[src/verilog/pirl_defs.vh]
// constants for the port 1 ingress rate limiter
`ifndef PIRL_DEFS_VH
`define PIRL_DEFS_VH
`define PIRL_ADDR_RATE 7'h74
`define PIRL_RATE_RESET 16'h0000
`define PIRL_P1_HI 14
`define PIRL_P1_LO 8
`define PIRL_P0_HI 6
`define PIRL_P0_LO 0
`define PIRL_WMASK 16'h7f7f
`define PIRL_CODE_NOLIMIT 7'h00
`define PIRL_CODE_MAX100 7'h64
`define PIRL_CODE_MAX10 7'h0a
`define PIRL_CODE_KBASE 7'h65
`define PIRL_CODE_KTOP 7'h73
`define PIRL_KBPS_STEP 32'd64
`define PIRL_KBPS_PER_MBPS 32'd1000
`define PIRL_KBPS_100M 32'd100000
`define PIRL_KBPS_10M 32'd10000
`define PIRL_CLK_HZ 32'd125000000
`define PIRL_IFG_BYTES 32'd12
`define PIRL_PRE_BYTES 32'd8
`define PIRL_MODE_ALL 2'b00
`define PIRL_MODE_BMF 2'b01
`define PIRL_MODE_BM 2'b10
`define PIRL_MODE_B 2'b11
`define PIRL_CODE_KZERO 7'h64
`define PIRL_BYTE_SCALE 32'd125
`define PIRL_WMASK_HI 8'h7f
`define PIRL_WMASK_LO 8'h7f
`define PIRL_RDATA_NONE 16'h0000
`define PIRL_ACCUM_RESET 32'd0
`define PIRL_COST_PAD 21
`endif

[src/verilog/pirl_port_ingress_rate_limiter.v]
// port 1 ingress rate limiter for priorities 0 and 1, token bucket per priority
`timescale 1ns/100ps
`include "pirl_defs.vh"

// one rate code to an allowed rate in kbps; the same table serves both priorities
module pirl_rate_decode (
  input wire [6:0] code,
  input wire speed100,
  output reg [31:0] rateKbps,
  output reg unlimited
);
  reg [31:0] lineKbps;

  // out-of-table codes fall back to line rate so a bad write never blocks traffic
  always @*
  begin
    lineKbps = speed100 ? `PIRL_KBPS_100M : `PIRL_KBPS_10M;
    rateKbps = lineKbps;
    if (code == `PIRL_CODE_NOLIMIT)
      rateKbps = lineKbps;
    else if (code >= `PIRL_CODE_KBASE && code <= `PIRL_CODE_KTOP)
      rateKbps = (code - `PIRL_CODE_KZERO) * `PIRL_KBPS_STEP;
    else if (speed100 && code <= `PIRL_CODE_MAX100)
      rateKbps = code * `PIRL_KBPS_PER_MBPS;
    else if (!speed100 && code <= `PIRL_CODE_MAX10)
      rateKbps = code * `PIRL_KBPS_PER_MBPS;
    // a limit equal to the line rate can never throttle, so the bucket is skipped
    unlimited = (rateKbps == lineKbps);
  end
endmodule // pirl_rate_decode

// byte bucket refilled at rateKbps*125 bytes per second, capped at its depth
module pirl_bucket #(
  parameter BUCKET_BYTES = 4096
)(
  input wire ref_clk,
  input wire resetn,
  input wire [31:0] rateKbps,
  input wire debit,
  input wire [31:0] cost,
  output wire fits
);
  reg [31:0] bucket_q;
  reg [31:0] bucket_d;
  reg [31:0] accum_q;
  reg [31:0] accum_d;
  reg [31:0] step;
  reg [31:0] sum;

  // fractional refill keeps sub-megabit rates exact over long intervals
  always @*
  begin
    step = rateKbps * `PIRL_BYTE_SCALE;
    sum = accum_q + step;
    accum_d = sum;
    bucket_d = bucket_q;
    if (sum >= `PIRL_CLK_HZ)
    begin
      accum_d = sum - `PIRL_CLK_HZ;
      if (bucket_q < BUCKET_BYTES)
        bucket_d = bucket_q + 32'd1;
    end
    // debit is only raised when the frame fits, so this cannot wrap
    if (debit)
      bucket_d = bucket_d - cost;
  end

  always @(posedge ref_clk or negedge resetn)
  begin
    if (!resetn)
    begin
      bucket_q <= BUCKET_BYTES;
      accum_q <= `PIRL_ACCUM_RESET;
    end
    else
    begin
      bucket_q <= bucket_d;
      accum_q <= accum_d;
    end
  end

  assign fits = (bucket_q >= cost);
endmodule // pirl_bucket

module pirl_port_ingress_rate_limiter #(
  parameter BUCKET_BYTES = 4096
)(
  input wire ref_clk,
  input wire resetn,
  input wire regWrite,
  input wire regRead,
  input wire [6:0] regAddr,
  input wire [15:0] regWdata,
  input wire [1:0] regByteEn,
  output reg [15:0] regRdata,
  input wire linkIs100,
  input wire [1:0] limitMode,
  input wire countIfg,
  input wire countPreamble,
  input wire frameStart,
  input wire framePriority,
  input wire [10:0] frameBytes,
  input wire frameBroadcast,
  input wire frameMulticast,
  input wire frameFlooded,
  output reg frameAccept,
  output reg frameDrop
);
  reg [15:0] rate_q;
  reg speed1_q;
  reg speed_q;
  reg [31:0] cost;
  reg limited;
  reg takeLow;
  reg takeHigh;
  reg frameAccept_d;
  reg frameDrop_d;
  wire [31:0] rateKbpsLow;
  wire [31:0] rateKbpsHigh;
  wire unlimitedLow;
  wire unlimitedHigh;
  wire fitsLow;
  wire fitsHigh;
  wire addrHit = (regAddr == `PIRL_ADDR_RATE);

  // link speed is a status level from another block; synchronise it
  always @(posedge ref_clk or negedge resetn)
  begin
    if (!resetn)
    begin
      speed1_q <= 1'b0;
      speed_q <= 1'b0;
    end
    else
    begin
      speed1_q <= linkIs100;
      speed_q <= speed1_q;
    end
  end

  always @(posedge ref_clk or negedge resetn)
  begin
    if (!resetn)
    begin
      rate_q <= `PIRL_RATE_RESET;
      regRdata <= `PIRL_RDATA_NONE;
    end
    else
    begin
      if (regWrite && addrHit)
      begin
        if (regByteEn[1])
          rate_q[15:8] <= regWdata[15:8] & `PIRL_WMASK_HI;
        if (regByteEn[0])
          rate_q[7:0] <= regWdata[7:0] & `PIRL_WMASK_LO;
      end
      if (regRead)
        regRdata <= addrHit ? rate_q : `PIRL_RDATA_NONE;
    end
  end

  pirl_rate_decode pirl_rate_decode_low (
    .code(rate_q[`PIRL_P0_HI:`PIRL_P0_LO]),
    .speed100(speed_q),
    .rateKbps(rateKbpsLow),
    .unlimited(unlimitedLow)
  );

  pirl_rate_decode pirl_rate_decode_high (
    .code(rate_q[`PIRL_P1_HI:`PIRL_P1_LO]),
    .speed100(speed_q),
    .rateKbps(rateKbpsHigh),
    .unlimited(unlimitedHigh)
  );

  pirl_bucket #(
    .BUCKET_BYTES(BUCKET_BYTES)
  ) pirl_bucket_low (
    .ref_clk(ref_clk),
    .resetn(resetn),
    .rateKbps(rateKbpsLow),
    .debit(takeLow),
    .cost(cost),
    .fits(fitsLow)
  );

  pirl_bucket #(
    .BUCKET_BYTES(BUCKET_BYTES)
  ) pirl_bucket_high (
    .ref_clk(ref_clk),
    .resetn(resetn),
    .rateKbps(rateKbpsHigh),
    .debit(takeHigh),
    .cost(cost),
    .fits(fitsHigh)
  );

  // frame cost in bytes and whether this frame kind is limited
  always @*
  begin
    cost = {{`PIRL_COST_PAD{1'b0}}, frameBytes};
    if (countIfg)
      cost = cost + `PIRL_IFG_BYTES;
    if (countPreamble)
      cost = cost + `PIRL_PRE_BYTES;
    case (limitMode)
      `PIRL_MODE_ALL: limited = 1'b1;
      `PIRL_MODE_BMF: limited = frameBroadcast | frameMulticast | frameFlooded;
      `PIRL_MODE_BM: limited = frameBroadcast | frameMulticast;
      `PIRL_MODE_B: limited = frameBroadcast;
      default: limited = 1'b1;
    endcase
  end

  // decision: frames outside the mode or at an unlimited code pass untouched
  always @*
  begin
    frameAccept_d = 1'b0;
    frameDrop_d = 1'b0;
    takeLow = 1'b0;
    takeHigh = 1'b0;
    if (frameStart)
    begin
      if (!limited || (framePriority ? unlimitedHigh : unlimitedLow))
        frameAccept_d = 1'b1;
      else if (framePriority ? fitsHigh : fitsLow)
      begin
        frameAccept_d = 1'b1;
        takeHigh = framePriority;
        takeLow = !framePriority;
      end
      else
        frameDrop_d = 1'b1;
    end
  end

  always @(posedge ref_clk or negedge resetn)
  begin
    if (!resetn)
    begin
      frameAccept <= 1'b0;
      frameDrop <= 1'b0;
    end
    else
    begin
      frameAccept <= frameAccept_d;
      frameDrop <= frameDrop_d;
    end
  end
endmodule // pirl_port_ingress_rate_limiter
[config.mk]
export PLATFORM = sky130hd
export DESIGN_NAME = pirl_port_ingress_rate_limiter
export DESIGN_NICKNAME = d
export VERILOG_FILES = /design/src/verilog/pirl_port_ingress_rate_limiter.v
export VERILOG_INCLUDE_DIRS = /design/src /design/src/verilog
export SDC_FILE = /design/constraint.sdc
export NUM_CORES = 1
export LEC_CHECK = 0
export ABC_CLOCK_PERIOD_IN_PS = 36100
export BUFFER_PORTS_ARGS = -buffer_cell sky130_fd_sc_hd__buf_2
export CAP_MARGIN = 20
export CORE_MARGIN = 2
export CORE_UTILIZATION = 45
export DETAILED_ROUTE_END_ITERATION = 12
export PLACE_DENSITY = 0.62
export SLEW_MARGIN = 0
export SYNTH_ARGS = -nofsm -noshare
export SYNTH_HDL_FRONTEND = slang
export SYNTH_HIERARCHICAL = 1
export SYNTH_SLANG_ARGS = --single-unit
[constraint.sdc]
create_clock -name ref_clk -period 36.1 [get_ports ref_clk]
set_input_delay 5.415 -clock ref_clk [delete_from_list [all_inputs] [get_ports ref_clk]]
set_output_delay 5.415 -clock ref_clk [all_outputs]
set_load 0.005 [all_outputs]
=== After elaboration in Yosys (flattened, before gate mapping) ===
Cells that the tools add are included.

* Memories kept: 0
* Latch bits: 0
* Memory bits (read-only): 0
* Word-level logic and storage cells: 100
* Output and inout port bits: 18
* Register bits after elaboration: 162
* Bits in writable memories: 0
* Bits of input ports: 50

* Eq/ne operators: 6
* Order comparisons: 14
* Shift operators: 0
* Multipliers: 4
* Muxes and demuxes: 35
* Bitwise gates (word level): 2
* $add $sub $neg: 12
* Reductions and logical operators: 16
* Divide/modulo/power cells: 0

{| class="wikitable"
|+ Operator list
! kind !! number
|-
| $mux W32 || 17
|-
| $add A32 B1 Y32 const B || 2
|-
| $add A32 B32 Y32 || 2
|-
| $eq A32 B32 Y1 || 2
|-
| $ge A32 B27 Y1 const B || 2
|-
| $ge A32 B32 Y1 || 2
|-
| $lt A32 B13 Y1 const B || 2
|-
| $mul A32 B7 Y32 const B || 2
|-
| $sub A32 B27 Y32 const B || 2
|-
| $sub A32 B32 Y32 || 2
|-
| $add A32 B4 Y32 const B || 1
|-
| $le A7 B7 Y1 const B || 4
|-
| $mul A7 B7 Y14 const B || 2
|-
| $mux W17 || 1
|-
| $sub A7 B7 Y8 const B || 2
|-
| $mux W15 || 1
|-
| $ge A7 B7 Y1 const B || 2
|-
| $le A7 B4 Y1 const B || 2
|-
| $logic_not A7 Y1 || 2
|-
| $mux W1 || 14
|-
| $add A11 B4 Y12 const B || 1
|-
| $mux W12 || 1
|-
| $eq A7 B7 Y1 const B || 1
|-
| $logic_and A1 B1 Y1 || 7
|-
| other kinds (8) || 13
|}

=== Logic depth before layout (Yosys ltp) ===
* Word-level depth: 12
* Gate-level depth with buffers: 50
* Gate-level depth less buffers: 49

=== Hierarchy ===
The synthesis kept the hierarchy.

{| class="wikitable"
|+ By module, submodules not included
! module !! cells each !! times used !! sequential area each (um^2) !! area each (um^2)
|-
| pirl_bucket at pirl_bucket_high || 1,239 || 1 || 1,602.8 || 11,209.5
|-
| pirl_bucket at pirl_bucket_low || 1,192 || 1 || 1,602.8 || 10,914.2
|-
| pirl_rate_decode at pirl_rate_decode_high || 264 || 1 || 0.0 || 2,147.1
|-
| pirl_rate_decode at pirl_rate_decode_low || 253 || 1 || 0.0 || 2,134.5
|-
| pirl_port_ingress_rate_limiter || 181 || 1 || 800.8 || 1,819.2
|}

=== Least setup slack after synthesis ===
OpenSTA, ideal clock, no wires.

* Path type: reg-to-reg
* Start point: register rate_q[0]
* End point: register pirl_bucket_low.bucket_q[27]
* Setup time: 0.125 ns
* Path buffers: 1
* Cell stages (with the launch flop): 46
* Data required time: 35.975 ns
* Setup slack: 24.007 ns
* Clock period less this slack: 12.093 ns
* Arrival: 11.969 ns
* Cell sequence: dfrtp_1 fa_1 inv_1 fa_1 fa_1 fa_1 inv_1 ha_1 and4_1 a311oi_2 o21ai_1 xnor2_1 a211oi_1 o22ai_1 inv_1 fa_1 fa_1 fa_1 [... 10 more ...] a21oi_1 o311ai_2 o21ai_2 nor2_1 and4_1 or2_2 ha_1 nand3_1 nand2_1 a21o_1 or3_1 o21ai_0 o211ai_1 o21a_1 a21o_1 o41ai_1 xnor2_1 mux2_2

* Cells in the longest elaborated chain, start to end: 12
* Elaborated cells between the ends (all ways): 25
* Classes of those cells: add/sub (3); mul (2); order compare (5); eq/ne (1); mux (9); reduce/logical (5)

{| class="wikitable"
|+ RTL lines
! what !! line !! RTL
|-
| start, declared || pirl_port_ingress_rate_limiter.v:109 || <nowiki>reg [15:0] rate_q;</nowiki>
|-
| start signal, assigned || pirl_port_ingress_rate_limiter.v:145 || <nowiki>rate_q <= `PIRL_RATE_RESET;</nowiki>
|-
| start signal, assigned || pirl_port_ingress_rate_limiter.v:155 || <nowiki>rate_q[7:0] <= regWdata[7:0] & `PIRL_WMASK_LO;</nowiki>
|-
| branches (longest 5 deep; another with $mul A7 B7 Y14) || n/a ||
|-
| $mux W32 * || pirl_port_ingress_rate_limiter.v:19 || <nowiki>if (code == `PIRL_CODE_NOLIMIT)</nowiki>
|-
| net rateKbpsLow[13] || pirl_port_ingress_rate_limiter.v:118 || <nowiki>wire [31:0] rateKbpsLow;</nowiki>
|-
| $mul A32 B7 Y32 (no line) or $eq A32 B32 Y1 (tied branches) || n/a ||
|-
| $add A32 B32 Y32 or $mux W1 (tied branches) || pirl_port_ingress_rate_limiter.v:54, pirl_port_ingress_rate_limiter.v:224 ||
|-
| $ge A32 B27 Y1 (no line) or $logic_or A1 B1 Y1 (tied branches) || n/a ||
|-
| $mux W32 or $mux W1 (tied branches) || pirl_port_ingress_rate_limiter.v:57, pirl_port_ingress_rate_limiter.v:224 ||
|-
| $sub A32 B32 Y32 or $mux W1 (tied branches) || pirl_port_ingress_rate_limiter.v:65, pirl_port_ingress_rate_limiter.v:222 ||
|-
| $mux W32 * || pirl_port_ingress_rate_limiter.v:64 || <nowiki>if (debit)</nowiki>
|-
| net pirl_bucket_low.bucket_d[27] || pirl_port_ingress_rate_limiter.v:44 || <nowiki>reg [31:0] bucket_d;</nowiki>
|-
| end signal, assigned || pirl_port_ingress_rate_limiter.v:77 || <nowiki>bucket_q <= bucket_d;</nowiki>
|-
| end, declared || pirl_port_ingress_rate_limiter.v:43 || <nowiki>reg [31:0] bucket_q;</nowiki>
|}

Mark *: on every way through the listed nets, which the timed path passes.
A chain may end at the register's enable or synchronous reset.

=== Final worst setup path ===
* Start point: register rate_q[4]
* End point: register pirl_bucket_low.bucket_q[27]

The elaborated chain is that of the path after synthesis.

==> impl_results.md <==
- Routed wl met3: ~1.4 mm
- Layout Nets: 3876
- EDFF count, synth: 0
- Relative slew margins: 32.8%
- DP Wirelength: approximately 50 mm
- DRC Markers: 0
- Post-synthesis sequential area ratio: between 10 and 15%
- Fin util: between 40 and 50%
- Detailed Routing Iterations Pass 1: 5
- Max cap viols: 0
- Routability cong.: 0.873
- Post-Synthesis Cells: roughly 3100
- WL/cell: roughly 15 um
- Share of the synthesized area in the top cell type: between 20% and 30%
- DR top layer: met4
- Min cycle time layout: around 14000 ps
- Synthesized cell area: between 20000 and 30000 um2
- Clock slew seen by the registers of the worst setup and hold paths: approximately 80 ps
- Top_reg_cell synth: dfrtp_1
- First-pass GRT wire length: ~110 mm
- CTS tree: yes
- DR iter-0 viols: 1110
- Distinct cells, synth: around 130
- Cts repair resizes: 0
- Setup violators final: 0
- Clock Path Buffers: 2
- Final Max Tran Viols: 0
- Worst path most repeated cell: fa_1
- Post CTS Setup Buffer Count: 0
- Die W: ~250 um
- Metal-1 WL: about 29 mm
- Final setup TNS: 0 ps
- Worst setup EP type: flop
- Synth Register Bits: 160
- Via/cell ratio: approximately 5.2
- Area delta synth->final: 5.47%
- Buf+Inv Stages, Crit Path: 5
- Total CTS buffers: 17
- IO Pins: 68
- Clock latency on the worst-skew pair: slightly above 500 ps
- CORE AREA: slightly above 60000 um2
- Total length of routed met2 wires: about 30 mm
- Hold Fails Final Rpt: 0
- GR Overflow Total: 0
- Top post-synthesis cells by area: fa_1 (21%), ha_1 (16%), dfrtp_1 (14%), inv_1 (7.6%), xnor2_1 (4.8%)
- Peak per-stage delay on the critical path: approximately 660 ps
- Die height: roughly 250 um
- Largest net degree at the start of global routing: 103
- Port Buffers: 63
- Vias in the first global route: approximately 21000
- Critical Path AT: approximately 15000 ps
- Hold buffer count at cts: 0
- Layout cells sized above 1: around 8.2%
- Run status: complete, no violations
- Maximum clock rate: between 70 and 80 MHz
- Clock sink count: 160
- Via count: between 20000 and 25000
- Crit Path Max Fanout: 10
- DRT Wirelength: 61.1 mm
- Post-synth ARST share: 100%
- ANT nets after route: 0
- Gr usage total: 20.4%
- Worst Max-Slew Pin Slew: between 1000 and 1500 ps
- Num rows: around 90
- Hold/Removal Path Class: reg -> reg
- CP Class: reg -> reg
- Die footprint: 64700 um2
- Starting Density: approximately 46%
- Period Utilization, post-route: approximately two fifths
- CP top delay family: adder cells
- Crit start category: flop
- CTS H-Tree Depth: 4
- Crit path required time: ~37000 ps
- Warnings from Yosys: 6
- Syn_area_per_cell: approximately 9.0 um2
- Initial antenna violation count: 0
- Biggest area consumer among synthesized cells: fa_1
- RSZ-0062 raised after global routing: no
- Clock Skews: 21.4 ps
- Root Buffer: clkbuf_16
- Hold slack final: between 300 and 400 ps
- Slowest cell on crit path: o41ai_1
==> final timing paths <==
kind                       startpoint                      endpoint  slack (ps)  cells after the start
max                         rate_q[4]  pirl_bucket_low/bucket_q[27]       21830                     46
min                          speed1_q                       speed_q         360                      0
max reg2reg                 rate_q[4]  pirl_bucket_low/bucket_q[27]       21830                     46
min reg2reg                  speed1_q                       speed_q         360                      0
max in group asynchronous      resetn    pirl_bucket_low/accum_q[7]       29640                      2
min in group asynchronous      resetn                   frameAccept        5020                      1
==> registers in the layout, indices dropped and copies added, names as in the netlist <==
signal,cells
frameAccept,1
frameDrop,1
pirl_bucket_high/accum_q,32
pirl_bucket_high/bucket_q,32
pirl_bucket_low/accum_q,32
pirl_bucket_low/bucket_q,32
rate_q,14
regRdata,14
speed1_q,1
speed_q,1
==> placed cells by master, fill, tap and decap left out, drive strengths merged, types with 21 or more instances in the layout <==
| cell type | netlist | final |
|---|---|---|
| a21o | 66 | 66 |
| o21bai | 24 | 24 |
| conb | 3 | 52 |
| nor2 | 146 | 146 |
| nor4 | 22 | 22 |
| ha | 372 | 372 |
| nand3 | 60 | 60 |
| a21oi | 170 | 170 |
| a31oi | 29 | 29 |
| o211ai | 29 | 29 |
| nand2 | 161 | 161 |
| inv | 574 | 581 |
| xnor2 | 155 | 155 |
| dfrtp | 158 | 158 |
| nor3 | 44 | 44 |
| mux2 | 56 | 56 |
| buf | 54 | 72 |
| and2 | 22 | 22 |
| nor2b | 27 | 27 |
| o21a | 23 | 23 |
| a211oi | 34 | 34 |
| nand4 | 37 | 37 |
| and3 | 25 | 25 |
| nand2b | 38 | 38 |
| o21ai | 137 | 137 |
| fa | 302 | 302 |
| clkbuf | 63 | 21 |
| xor2 | 62 | 62 |
==> stage by stage <==
stage,std cells,setup WS (ps),cell area (um2)
floorplan,3178,24010,28400
global placement,3969,21810,29200
detailed placement,3970,21780,29200
CTS,4002,21750,29800
global route,4002,20860,29800
finish,4003,21830,29800
==> cells in the mapped netlist, types with 41 or more instances <==
cell type    n
nand3_1     59
mux2_2      54
nand2_1    161
inv_1      573
o21ai_0    120
a21o_1      65
ha_1       372
fa_1       302
xor2_1      60
dfrtp_1    158
nor3_1      41
nor2_1     146
xnor2_1    154
clkbuf_1    61
a21oi_1    165
==> worst register-to-register path, delay by kind of cell, from the launching register on <==
kind                     cells  cell delay, ps
AND/OR/NAND/NOR             10            1800
adder cells (fa/ha/maj)     11            5060
AO/OA/AOI/OAI               16            4890
flip-flops                   1             640
multiplexers                 1             280
XOR/XNOR                     3             670
buffers and inverters        5             860
==> layer usage <==
metal / up-vias / global-route usage [%]
met5: - / 0
met4: 0 / 4.20
met3: 33 / 2.37
met2: 238 / 35.6
met1: 10056 / 27.2
li1: 10463 / -
==> cell families (layout without fill, tap and decap cells) <==
family | after synthesis | after routing | share of synthesized area, %
multiplexers | 63 | 63 | 2.50
flip-flops | 160 | 160 | 14.2
other | 3 | 53 | 0.0399
AND/OR/NAND/NOR | 669 | 669 | 12.4
XOR/XNOR | 217 | 217 | 6.81
buffers and inverters | 694 | 681 | 10.1
AO/OA/AOI/OAI | 649 | 649 | 16.0
adder cells (fa/ha/maj) | 674 | 674 | 37.9
==> layout make-up <==
| class | count | area [um2] |
|---|---|---|
| Clock inverter | 12 | 145 |
| Antenna cell | 1 | 2.50 |
| Sequential cell | 160 | 4010 |
| Multi-Input combinational cell | 2324 | 21600 |
| Inverter | 576 | 2160 |
| Fill cell | 5926 | 32100 |
| Timing Repair Buffer | 73 | 397 |
| Tap cell | 837 | 1050 |
| Clock buffer | 20 | 447 |
Power is not shown: default switching activity piles up to over one toggle a cycle in this logic, so the estimate is an artifact.
